==> config.mk <==
export PLATFORM = sky130hd
export DESIGN_NAME = manchester_tx
export DESIGN_NICKNAME = d
export VERILOG_FILES = /design/src/hw/manchester_tx_pkg.sv /design/src/hw/manchester_tx.sv
export VERILOG_INCLUDE_DIRS = /design/src /design/src/hw
export SDC_FILE = /design/constraint.sdc
export NUM_CORES = 1
export LEC_CHECK = 0
export BUFFER_PORTS_ARGS = -buffer_cell sky130_fd_sc_hd__buf_2
export CAP_MARGIN = 20
export CORE_MARGIN = 2
export CORE_UTILIZATION = 53
export DETAILED_ROUTE_END_ITERATION = 10
export MAX_ROUTING_LAYER = met4
export PLACE_DENSITY = 0.8
export SETUP_SLACK_MARGIN = 0.2
export SYNTH_ARGS = -nofsm -noshare
export SYNTH_HDL_FRONTEND = slang
export SYNTH_SLANG_ARGS = --single-unit
==> constraint.sdc <==
create_clock -name ref_clk -period 2.1 [get_ports ref_clk]
set_clock_uncertainty 0.05 [all_clocks]
set_input_delay 0.105 -clock ref_clk [delete_from_list [all_inputs] [get_ports ref_clk]]
set_output_delay 0.105 -clock ref_clk [all_outputs]
set_load 0.05 [all_outputs]
==> src/hw/manchester_tx_regs.svh <==
// Register offsets, field positions, reset values and timing figures
// for the Manchester / bit-sequential transmitter.
// Assumes a Wishbone slave with byte addresses, one register per word.
`ifndef MANCHESTER_TX_REGS_SVH
`define MANCHESTER_TX_REGS_SVH

// ----------------------------------------------------------------------
// Register indices (byte address is four times the index)
// ----------------------------------------------------------------------
`define IDX_CODER_CONTROL     16'hFF60
`define IDX_BASE_CLOCK_SELECT 16'hFF61
`define IDX_RATE_DIVIDER      16'hFF62
`define IDX_CODER_STATUS      16'hFF63
`define IDX_TRANSMIT_DATA     16'hFF64
`define IDX_BIT_COUNT         16'hFF65

// ----------------------------------------------------------------------
// Field positions
// ----------------------------------------------------------------------
`define CODER_ENABLE_BIT    7
`define FIRST_BIT_ORDER_BIT 4
`define OUTPUT_FORMAT_BIT   1
`define IDLE_LEVEL_BIT      0
`define BUSY_FLAG_BIT       7

// ----------------------------------------------------------------------
// Reset values
// ----------------------------------------------------------------------
`define RST_CODER_CONTROL     8'h10
`define RST_BASE_CLOCK_SELECT 8'h00
`define RST_RATE_DIVIDER      8'h1F
`define RST_BIT_COUNT         8'h07
`define RST_TRANSMIT_DATA     8'hFF

// ----------------------------------------------------------------------
// Divider figures
// ----------------------------------------------------------------------
`define RATE_DIV_MIN  5'h04
`define BASE_SEL_MAX  3'h5

`endif

==> src/hw/manchester_tx_pkg.sv <==
// Types shared by the transmitter design.
// Assumes the register header is included by the design file.
package manchester_tx_pkg;

    // ------------------------------------------------------------------
    // Transmitter sequencing states
    // ------------------------------------------------------------------
    typedef enum logic [0:0] {
        TX_IDLE = 1'b0,
        TX_SEND = 1'b1
    } tx_state_e;

endpackage : manchester_tx_pkg

==> src/hw/manchester_tx.sv <==
// Manchester / bit-sequential serial transmitter with Wishbone registers.
// Assumes a classic Wishbone master on ref_clk and a receiver on the pin.
//
// The Wishbone slave port is this design's own decision.
`timescale 1ns/1ps
`include "manchester_tx_regs.svh"

module manchester_tx #(
    parameter int ADDR_W = 18
) (
    // Clock and reset
    input  wire logic              ref_clk,
    input  wire logic              rstn,
    // Wishbone slave
    input  wire logic              wb_cyc_i,
    input  wire logic              wb_stb_i,
    input  wire logic              wb_we_i,
    input  wire logic [ADDR_W-1:0] wb_adr_i,
    input  wire logic [3:0]        wb_sel_i,
    input  wire logic [31:0]       wb_dat_i,
    output logic      [31:0]       wb_dat_o,
    output logic                   wb_ack_o,
    // Line side
    output logic                   coded_output_pin,
    output logic                   coded_output_oe,
    output logic                   start_interrupt
);
    import manchester_tx_pkg::*;

    // Refuse address widths that cannot reach the register words
    if (ADDR_W < 18) begin : g_addr_check
        $error("ADDR_W too narrow for register map");
    end

    // ------------------------------------------------------------------
    // Reset release
    // ------------------------------------------------------------------
    logic rst_meta_r, rst_sync_r;
    wire  rst_n = rst_sync_r;

    // Async assert, clocked release through two flops
    always_ff @(posedge ref_clk or negedge rstn) begin
        if (!rstn) begin
            rst_meta_r <= 1'b0;
            rst_sync_r <= 1'b0;
        end else begin
            rst_meta_r <= 1'b1;
            rst_sync_r <= rst_meta_r;
        end
    end

    // ------------------------------------------------------------------
    // Bus decode
    // ------------------------------------------------------------------
    logic [7:0]  coder_control_r, base_clock_select_r, rate_divider_r;
    logic [7:0]  bit_count_r, transmit_data_r;
    logic        busy_flag_r, pending_r;
    tx_state_e   state_r;

    wire         req     = wb_cyc_i && wb_stb_i && !wb_ack_o;
    wire         wr_lane = req && wb_we_i && wb_sel_i[0];
    wire [15:0]  idx     = wb_adr_i[17:2];
    wire         enable  = coder_control_r[`CODER_ENABLE_BIT];
    wire         wr_data = wr_lane && idx == `IDX_TRANSMIT_DATA;

    // Every access answered one cycle after it is seen
    always_ff @(posedge ref_clk or negedge rst_n) begin
        if (!rst_n) wb_ack_o <= 1'b0;
        else        wb_ack_o <= req;
    end

    // Read mux; unmapped words read zero
    always_ff @(posedge ref_clk or negedge rst_n) begin
        if (!rst_n) begin
            wb_dat_o <= 32'h0000_0000;
        end else if (req && !wb_we_i) begin
            case (idx)
                `IDX_CODER_CONTROL:     wb_dat_o <= {24'h0, coder_control_r};
                `IDX_BASE_CLOCK_SELECT: wb_dat_o <= {24'h0, base_clock_select_r};
                `IDX_RATE_DIVIDER:      wb_dat_o <= {24'h0, rate_divider_r};
                `IDX_CODER_STATUS:      wb_dat_o <= {24'h0, busy_flag_r, 7'h00};
                `IDX_TRANSMIT_DATA:     wb_dat_o <= {24'h0, transmit_data_r};
                `IDX_BIT_COUNT:         wb_dat_o <= {24'h0, bit_count_r};
                default:                wb_dat_o <= 32'h0000_0000;
            endcase
        end
    end

    // ------------------------------------------------------------------
    // Software registers
    // ------------------------------------------------------------------
    // Reserved bits are masked so they always read zero; the count is only
    // touched by its own write, so back-to-back transfers reuse it
    always_ff @(posedge ref_clk or negedge rst_n) begin
        if (!rst_n) begin
            coder_control_r     <= `RST_CODER_CONTROL;
            base_clock_select_r <= `RST_BASE_CLOCK_SELECT;
            rate_divider_r      <= `RST_RATE_DIVIDER;
            bit_count_r         <= `RST_BIT_COUNT;
            transmit_data_r     <= `RST_TRANSMIT_DATA;
        end else if (wr_lane) begin
            case (idx)
                `IDX_CODER_CONTROL:     coder_control_r     <= wb_dat_i[7:0] & 8'h93;
                `IDX_BASE_CLOCK_SELECT: base_clock_select_r <= wb_dat_i[7:0] & 8'h07;
                `IDX_RATE_DIVIDER:      rate_divider_r      <= wb_dat_i[7:0] & 8'h1F;
                `IDX_BIT_COUNT:         bit_count_r         <= wb_dat_i[7:0] & 8'h07;
                `IDX_TRANSMIT_DATA:     transmit_data_r     <= wb_dat_i[7:0];
                default:                ;
            endcase
        end
    end

    // ------------------------------------------------------------------
    // Base clock prescaler and rate divider
    // ------------------------------------------------------------------
    logic [4:0] pre_cnt_r;
    logic [4:0] div_cnt_r;
    logic       rate_clk_r;          // bit-rate square wave, half period = k ticks
    wire  [2:0] sel    = base_clock_select_r[2:0];
    wire  [4:0] k      = (rate_divider_r[4:0] < `RATE_DIV_MIN) ? `RATE_DIV_MIN
                                                               : rate_divider_r[4:0];
    // Codes 6 and 7 are undefined; they are held at the slowest defined rate
    wire  [2:0] sel_eff = (sel > `BASE_SEL_MAX) ? `BASE_SEL_MAX : sel;
    wire  [4:0] pre_mask = 5'((6'h01 << sel_eff) - 6'h01);
    wire        base_tick = (pre_cnt_r & pre_mask) == pre_mask;
    wire        half_tick = base_tick && div_cnt_r == 5'(k - 5'h01);
    wire        bit_end   = half_tick && rate_clk_r;

    // Dividers run only while sending so every bit gets whole periods
    always_ff @(posedge ref_clk or negedge rst_n) begin
        if (!rst_n) begin
            pre_cnt_r  <= 5'h00;
            div_cnt_r  <= 5'h00;
            rate_clk_r <= 1'b0;
        end else if (state_r == TX_IDLE) begin
            pre_cnt_r  <= 5'h00;
            div_cnt_r  <= 5'h00;
            rate_clk_r <= 1'b0;
        end else begin
            pre_cnt_r <= pre_cnt_r + 5'h01;
            if (base_tick) begin
                if (half_tick) begin
                    div_cnt_r  <= 5'h00;
                    rate_clk_r <= !rate_clk_r;
                end else begin
                    div_cnt_r <= div_cnt_r + 5'h01;
                end
            end
        end
    end

    // ------------------------------------------------------------------
    // Transfer sequencing
    // ------------------------------------------------------------------
    logic [7:0] shift_r;
    logic [2:0] bits_left_r;
    wire        last_bit = bits_left_r == 3'h0;
    wire        lsb_first = coder_control_r[`FIRST_BIT_ORDER_BIT];
    wire        start_now = (state_r == TX_IDLE && pending_r)
                         || (bit_end && last_bit && pending_r);
    // Short transfers: MSB-first moves the top kept bit to bit 7
    wire [7:0]  msb_align = 8'(transmit_data_r << (3'h7 - bit_count_r[2:0]));
    wire        cur_bit   = lsb_first ? shift_r[0] : shift_r[7];

    // Data written while enabled waits here until the shifter takes it
    always_ff @(posedge ref_clk or negedge rst_n) begin
        if (!rst_n)            pending_r <= 1'b0;
        else if (!enable)      pending_r <= 1'b0;
        else if (wr_data)      pending_r <= 1'b1;
        else if (start_now)    pending_r <= 1'b0;
    end

    // State, counter and shifter
    always_ff @(posedge ref_clk or negedge rst_n) begin
        if (!rst_n) begin
            state_r     <= TX_IDLE;
            shift_r     <= 8'h00;
            bits_left_r <= 3'h0;
        end else if (!enable) begin
            state_r     <= TX_IDLE;
        end else begin
            case (state_r)
                TX_IDLE: begin
                    if (start_now) state_r <= TX_SEND;
                end
                TX_SEND: begin
                    if (bit_end && last_bit && !pending_r) state_r <= TX_IDLE;
                end
                default: state_r <= TX_IDLE;
            endcase
            if (start_now) begin
                bits_left_r <= bit_count_r[2:0];
                shift_r     <= lsb_first ? transmit_data_r : msb_align;
            end else if (bit_end && !last_bit) begin
                bits_left_r <= bits_left_r - 3'h1;
                shift_r     <= lsb_first ? {1'b0, shift_r[7:1]} : {shift_r[6:0], 1'b0};
            end
        end
    end

    // Busy covers the whole chain of transfers
    always_ff @(posedge ref_clk or negedge rst_n) begin
        if (!rst_n)       busy_flag_r <= 1'b0;
        else if (!enable) busy_flag_r <= 1'b0;
        else              busy_flag_r <= (state_r == TX_SEND && !(bit_end && last_bit
                                          && !pending_r)) || start_now;
    end

    // ------------------------------------------------------------------
    // Line outputs
    // ------------------------------------------------------------------
    // Manchester output: bit xor rate clock; sequential holds the bit
    always_ff @(posedge ref_clk or negedge rst_n) begin
        if (!rst_n) begin
            coded_output_pin <= 1'b0;
            coded_output_oe  <= 1'b0;
            start_interrupt  <= 1'b0;
        end else begin
            coded_output_oe <= enable;
            start_interrupt <= enable && start_now;
            if (state_r == TX_SEND)
                coded_output_pin <= coder_control_r[`OUTPUT_FORMAT_BIT] ? cur_bit
                                  : cur_bit ^ rate_clk_r;
            else
                coded_output_pin <= coder_control_r[`IDLE_LEVEL_BIT];
        end
    end

    // ------------------------------------------------------------------
    // Checks
    // ------------------------------------------------------------------
    start_gate_a: assert property (@(posedge ref_clk) disable iff (!rst_n)
        (wr_data && !enable) |=> !pending_r) else $error("start while disabled");
    idle_level_a: assert property (@(posedge ref_clk) disable iff (!rst_n)
        (state_r == TX_IDLE) ##1 $stable(coder_control_r) |->
        coded_output_pin == coder_control_r[`IDLE_LEVEL_BIT])
        else $error("idle level wrong");
    status_clear_a: assert property (@(posedge ref_clk) disable iff (!rst_n)
        !enable |=> !busy_flag_r) else $error("busy while disabled");
    start_pulse_a: assert property (@(posedge ref_clk) disable iff (!rst_n)
        (enable && start_now) |=> start_interrupt && busy_flag_r)
        else $error("start pulse missing");
    load_count_a: assert property (@(posedge ref_clk) disable iff (!rst_n)
        (enable && start_now) |=> bits_left_r == $past(bit_count_r[2:0]))
        else $error("count not loaded");
    pin_release_a: assert property (@(posedge ref_clk) disable iff (!rst_n)
        !enable |=> !coded_output_oe) else $error("pin not released");
    chain_busy_a: assert property (@(posedge ref_clk) disable iff (!rst_n)
        (enable && bit_end && last_bit && pending_r) |=> state_r == TX_SEND && busy_flag_r)
        else $error("chain broken");
    rate_min_a: assert property (@(posedge ref_clk) disable iff (!rst_n)
        half_tick |-> div_cnt_r >= 5'h03) else $error("divider below four");
    seq_hold_a: assert property (@(posedge ref_clk) disable iff (!rst_n)
        (enable && state_r == TX_SEND && coder_control_r[`OUTPUT_FORMAT_BIT]
         && !bit_end && !start_now) ##1 (enable && state_r == TX_SEND)
        |=> $stable(coded_output_pin)) else $error("sequential bit moved");
    // Loads: MSB-first short words start at their top kept bit
    short_load_a: assert property (@(posedge ref_clk) disable iff (!rst_n)
        (enable && start_now && !lsb_first) |=>
        shift_r[7] == $past(transmit_data_r[bit_count_r[2:0]]))
        else $error("short word misaligned");
    lsb_load_a: assert property (@(posedge ref_clk) disable iff (!rst_n)
        (enable && start_now && lsb_first) |=> shift_r == $past(transmit_data_r))
        else $error("lsb-first load wrong");
    count_step_a: assert property (@(posedge ref_clk) disable iff (!rst_n)
        (enable && bit_end && !last_bit) |=> bits_left_r == 3'($past(bits_left_r) - 3'h1))
        else $error("bit count skipped");
    // Manchester must flip at mid-bit, or the receiver loses lock
    mid_flip_a: assert property (@(posedge ref_clk) disable iff (!rst_n)
        (enable && state_r == TX_SEND && !coder_control_r[`OUTPUT_FORMAT_BIT]
         && half_tick && !rate_clk_r) ##1 enable |=> $changed(coded_output_pin))
        else $error("no mid-bit transition");
    busy_end_a: assert property (@(posedge ref_clk) disable iff (!rst_n)
        (enable && bit_end && last_bit && !pending_r) |=> !busy_flag_r)
        else $error("busy after last bit");
    stop_idle_a: assert property (@(posedge ref_clk) disable iff (!rst_n)
        !enable |=> state_r == TX_IDLE && !start_interrupt)
        else $error("activity while disabled");
    // With a divided base clock, ticks never come on two edges in a row
    base_step_a: assert property (@(posedge ref_clk) disable iff (!rst_n)
        (enable && state_r == TX_SEND && base_tick && sel_eff != 3'h0) |=> !base_tick)
        else $error("base tick too close");

endmodule : manchester_tx

# After elaboration in Yosys (flattened, before gate mapping)
# Cells that the tools add are included.
[op_classes]
magnitude_cmp = 2
n_mux = 27
eq_ne = 11
n_div = 0
bitwise = 3
multipliers = 0
shift = 2
reduce_logical = 32
addsub = 6
[op_table]
columns = ["operator", "n"]
rows = [
  ["equality test 16 bit, second input constant", 6],
  ["one-hot mux 8 bit (6 select lines)", 1],
  ["two-way mux 8 bit", 4],
  ["two-way mux 5 bit", 5],
  ["logical AND 1 bit", 15],
  ["AND reduction 2 bit", 7],
  ["two-way mux 1 bit", 13],
  ["adder 5 x 1 -> 5 bit, second input constant", 2],
  ["equality test 5 bit", 2],
  ["subtractor 5 x 1 -> 5 bit, second input constant", 2],
  ["two-way mux 3 bit", 3],
  ["<< shifter 8 x 3 -> 8 bit", 1],
  ["logical NOT 1 bit", 6],
  ["bitwise AND 5 bit", 1],
  ["< comparator 5 x 3 -> 1 bit, second input constant", 1],
  ["<< shifter 1 x 3 -> 5 bit, first input constant", 1],
  ["!= test 2 x 1 -> 1 bit, second input constant", 2],
  ["greater-than comparator 3 bit, second input constant", 1],
  ["logical NOT 3 bit", 1],
  ["!= test 3 x 1 -> 1 bit, second input constant", 1],
  ["subtractor 3 x 1 -> 3 bit, second input constant", 1],
  ["subtractor 3 bit, first input constant", 1],
  ["logical OR 1 bit", 2],
  ["one-hot mux 1 bit (2 select lines)", 1],
  ["3 further kinds", 3],
]
[totals]
latch_bits = 0
ram_bits = 0
n_memories = 0
register_bits = 86
input_bits = 59
out_inout_bits = 36
mem_bits_ro = 0

# Logic depth before layout (Yosys ltp)
[depth]
depth_word = 14
ltp_mapped = 11
ltp_nobuf = 9

# Worst setup path before layout
# OpenSTA, ideal clock, no wires.
[synth_timing]
path_kind = "reg-to-reg"
startpoint = "reg rate_divider_r[2]"
endpoint = "reg bits_left_r[2]"
synth_period_minus_slack_ns = 2.661
path_buffers = 2
path_slack_ns = -0.561
stages_incl_launch_ff = 12
arrival_ns = 2.482
setup_time_ns = 0.129
cell_sequence = "dfstp_2 > buf_2 > o31ai_1 > ha_1 > xnor2_2 > and2_4 > o31ai_4 > o2111ai_2 > o32a_1 > buf_2 > nor3_1 > a211oi_2"
[synth_between]
elab_chain_len = 11
word_cells_on_any_way = 13
[synth_lines]
columns = ["element", "line", "text"]
rows = [
  ["start: declaration", "manchester_tx.sv:55", "logic [7:0] coder_control_r, base_clock_select_r, rate_divider_r;"],
  ["start signal: assignment", "manchester_tx.sv:98", "rate_divider_r <= `RST_RATE_DIVIDER;"],
  ["start signal: assignment", "manchester_tx.sv:105", "`IDX_RATE_DIVIDER: rate_divider_r <= wb_dat_i[7:0] & 8'h1F;"],
  ["< comparator 5 x 3 -> 1 bit (no line)", "n/a", ""],
  ["two-way mux 5 bit (*)", "manchester_tx.sv:120", "wire [4:0] k = (rate_divider_r[4:0] < `RATE_DIV_MIN) ? `RATE_DIV_MIN"],
  ["subtractor 5 x 1 -> 5 bit (*)", "manchester_tx.sv:126", "wire half_tick = base_tick && div_cnt_r == 5'(k - 5'h01);"],
  ["equality test 5 bit (*)", "manchester_tx.sv:126", ""],
  ["logical AND 1 bit (*)", "manchester_tx.sv:126", ""],
  ["logical AND 1 bit (*)", "manchester_tx.sv:127", "wire bit_end = half_tick && rate_clk_r;"],
  ["logical AND 1 bit (2 in series)", "manchester_tx.sv:160", "|| (bit_end && last_bit && pending_r);"],
  ["logical OR 1 bit", "manchester_tx.sv:160", ""],
  ["nonzero test 2 bit (no line)", "n/a", ""],
  ["AND reduction 2 bit (no line)", "n/a", ""],
  ["end signal: assignment", "manchester_tx.sv:192", "bits_left_r <= bit_count_r[2:0];"],
  ["end signal: assignment", "manchester_tx.sv:195", "bits_left_r <= bits_left_r - 3'h1;"],
  ["end: declaration", "manchester_tx.sv:156", "logic [2:0] bits_left_r;"],
]
# Mark *: on every way between the ends. The rest lies on a longest branch, timed or not.
# A chain may end at the register's enable or synchronous reset.

# Worst setup path after layout
[layout_timing]
startpoint = "reg rate_divider_r[3]"
endpoint = "reg bits_left_r[2]"
# Same word-level chain as after synthesis.

==> results.cfg <==
[synthesis]
synth.distinct_cells = 62
synth_top_area_cell = dfrtp_1
syn_area_um2 = 3690
synth_edf_count = 0
synthFlopType = dfrtp_1
synth_seq_area_share_pct = 42.7
syn_inst = 360
synth_top_area_share_pct = 30.5
yosysWarnings = 0
ys_ff_latch = 62
ys_top_cells_by_area = dfrtp_1, dfstp_2, mux2_2
synthArstFlopShare_pct = 100
syn_area_per_cell_um2 = 10.2

[drt]
dr.pass1.iters = 4
wl_mm = 9.23
ant_nets = 0
detail_route.vias_per_cell = 5.76
via_count = 3036
wire_per_inst_um = 17.5
drc_errors = 0
drtIter0Drc = 208

[global_routing]
grt_pass1_wl_mm = 14.2
grt_overflow_total = 0
met3_usage_pct = 5.02
grt_util_met2_pct = 38.6
track_usage_pct = 25.0
top_usage_layer = met2
met1_usage_pct = 32.6
antenna_found_initial = 0
grt_max_degree = 42
grt_pass1_vias = 2813

[power_and_ir_drop]
vdd.ir_drop.worst_mv = 0.546
power_mw = 4.21
p_sw_mw = 1.50
leakage_nw = 2.07
pwr-share-clk_pct = 25.8
power.share.switching_pct = 35.6
power_density_nw_per_um2 = 901
pwr-share-comb_pct = 33.4
seqPwrFrac_pct = 40.8
p_int_mw = 2.71

[floorplanning]
coreArea_um2 = 6760
ios = 95
dieArea_um2 = 7640
rows = 30
initial_core_util_pct = 54.6
die_x_um = 87.4
die_y_um = 87.4

[cts]
htreeDepth = 3
clk_pin_slew_ps = 80
cts_sinks = 62
clock_path_buffers = 2
cts_buffers = 9
clk_latency_ps = 350
cts_tree = built
root_buffer = clkbuf_8

[sta]
rsz0062_at_grt = yes
finalCritPeriodShare_pct = 127
min_period_ps = 2660
finalSetupTns_ps = -9190
worst_pin_slew_ps = 488
setup-violations-final = 21
hold_violations = 0
setup_ws_ps = -561
fmax_mhz = 376
slew_violations = 0
max_slew_margin_pct = 67.0

[cells_and_area]
diodes = 0
multi_input_area_um2 = 2140
fin_nets = 507
seq_area_um2 = 1570
fillers = 469
final_cell_mix = dfrtp_1, buf_2, nand2_1
final_common_cell = dfrtp_1
area_growth_pct = 26.8
drive_gt1_share_pct = 40.9

[job]
drv_cap = 0

[place]
gp_congestion = 0.851
place_ws_ps = -478
dpl.hpwl_mm = 6.01
port_buffers = 41

[status]
violations = setup timing
status = finished with violations

[worst_setup_path]
crit_type = flip-flop to flip-flop
end_kind = flip-flop
path_max_fanout = 7
required_ps = 2300
startpoint_type = flip-flop
arrival_ps = 2860
rr_worst_depth = 9

[worst_hold_path]
hold_class = input port to async pin
==> cell families (layout without fill, tap and decap cells) <==
family / count (synthesis) / after routing / share of synthesized area (%)
other cells: 2 / 25 / 0.204
simple gates: 117 / 117 / 16.1
mux: 41 / 41 / 12.9
buf+inv: 50 / 114 / 7.77
compound gates: 68 / 68 / 14.8
fa+ha+maj: 6 / 6 / 2.04
flops: 62 / 62 / 42.7
xor+xnor: 14 / 14 / 3.53
==> registers in the layout, summed over array words and instances (netlist names), 4 cells and up <==
name,count
shift_r,8
transmit_data_r,8
wb_dat_o,8
div_cnt_r,5
pre_cnt_r,5
rate_divider_r,5
coder_control_r,4
==> power by group through the flow <==
stage	Sequential, mW	Clock, mW	Combinational (mW)
global placement	1.69	0	1.11
floorplan	1.67	0	0.906
global route	1.75	1.15	1.52
finish	1.72	1.09	1.41
CTS	1.68	1.09	1.27
detailed placement	1.69	0	1.15
==> synthesized netlist by cell type, types with 3 or more instances <==
cell type / instances
inv_1: 9
nand2b_1: 10
o21ai_0: 14
xnor2_1: 6
o31ai_1: 4
dfstp_2: 17
o221a_2: 8
clkbuf_1: 10
nor2_1: 19
nor2b_1: 4
ha_1: 6
buf_2: 4
nand2_1: 40
buf_4: 25
nor3_1: 7
mux4_2: 3
o211ai_1: 4
mux2i_1: 15
nand3_1: 21
mux2_2: 23
xor2_1: 7
dfrtp_1: 45
a21oi_1: 11
==> worst max-delay path: stages (launching register included) <==
cell and delay, ps:
dfstp_2 620, o31ai_4 110, ha_4 210, xnor2_4 130
and2_4 180, o31ai_4 200, o2111ai_4 180, o32a_4 440
or2_4 260, a211oi_2 190
==> routing by layer <==
metal / wire (um) / vias up
li1: - / 1416
met1: 3950 / 1459
met2: 4500 / 129
met3: 467 / 32
met4: 312 / 0
met5: 0 / -
==> through the flow <==
stage | hold WS [ps] | instance area (um^2) | util, % | instances
6_report | 7.24 | 4670 | 69.2 | 527
5_1_grt | 14.7 | 4670 | 69.2 | 527
4_1_cts | 9.33 | 4500 | 66.6 | 524
3_5_place_dp | -159 | 4140 | 61.2 | 498
3_3_place_gp | -161 | 4140 | 61.2 | 498
2_1_floorplan | -241 | 3820 | - | 383
==> worst paths after layout <==
path	startpoint	to	slack (ps)
worst max-delay path	rate_divider_r[3]$_DFFE_PN1P_	bits_left_r[2]$_DFFE_PN0P_	-560
worst min-delay path	rstn	rst_n$_DFF_PN0_	7
worst max register to register	rate_divider_r[3]$_DFFE_PN1P_	bits_left_r[2]$_DFFE_PN0P_	-560
worst min register to register	rst_n$_DFF_PN0_	wb_dat_o[3]$_DFFE_PN0P_	180
max in group asynchronous	rst_n$_DFF_PN0_	transmit_data_r[7]$_DFFE_PN1P_	1180
min in group ref_clk	wb_dat_i[1]	rate_divider_r[1]$_DFFE_PN1P_	40
==> layout make-up <==
class	instances	share of cell area, %
Multi-Input combinational cell	271	45.8
Tap cell	80	2.14
Clock inverter	6	1.47
Inverter	10	0.803
Sequential cell	62	33.7
Timing Repair Buffer	88	13.1
Clock buffer	10	2.95
==> what timing repair did <==
action                                 4_1_cts  5_1_grt
gates cloned                                 1        1
gates resized for setup                     12       27
endpoints found under the hold margin       10        0
pin swaps                                    0        7
hold buffers                                 8        0
setup buffers                                1        2
setup endpoints to repair                   21       27
No activity file was read; power rests on OpenSTA's default activity.
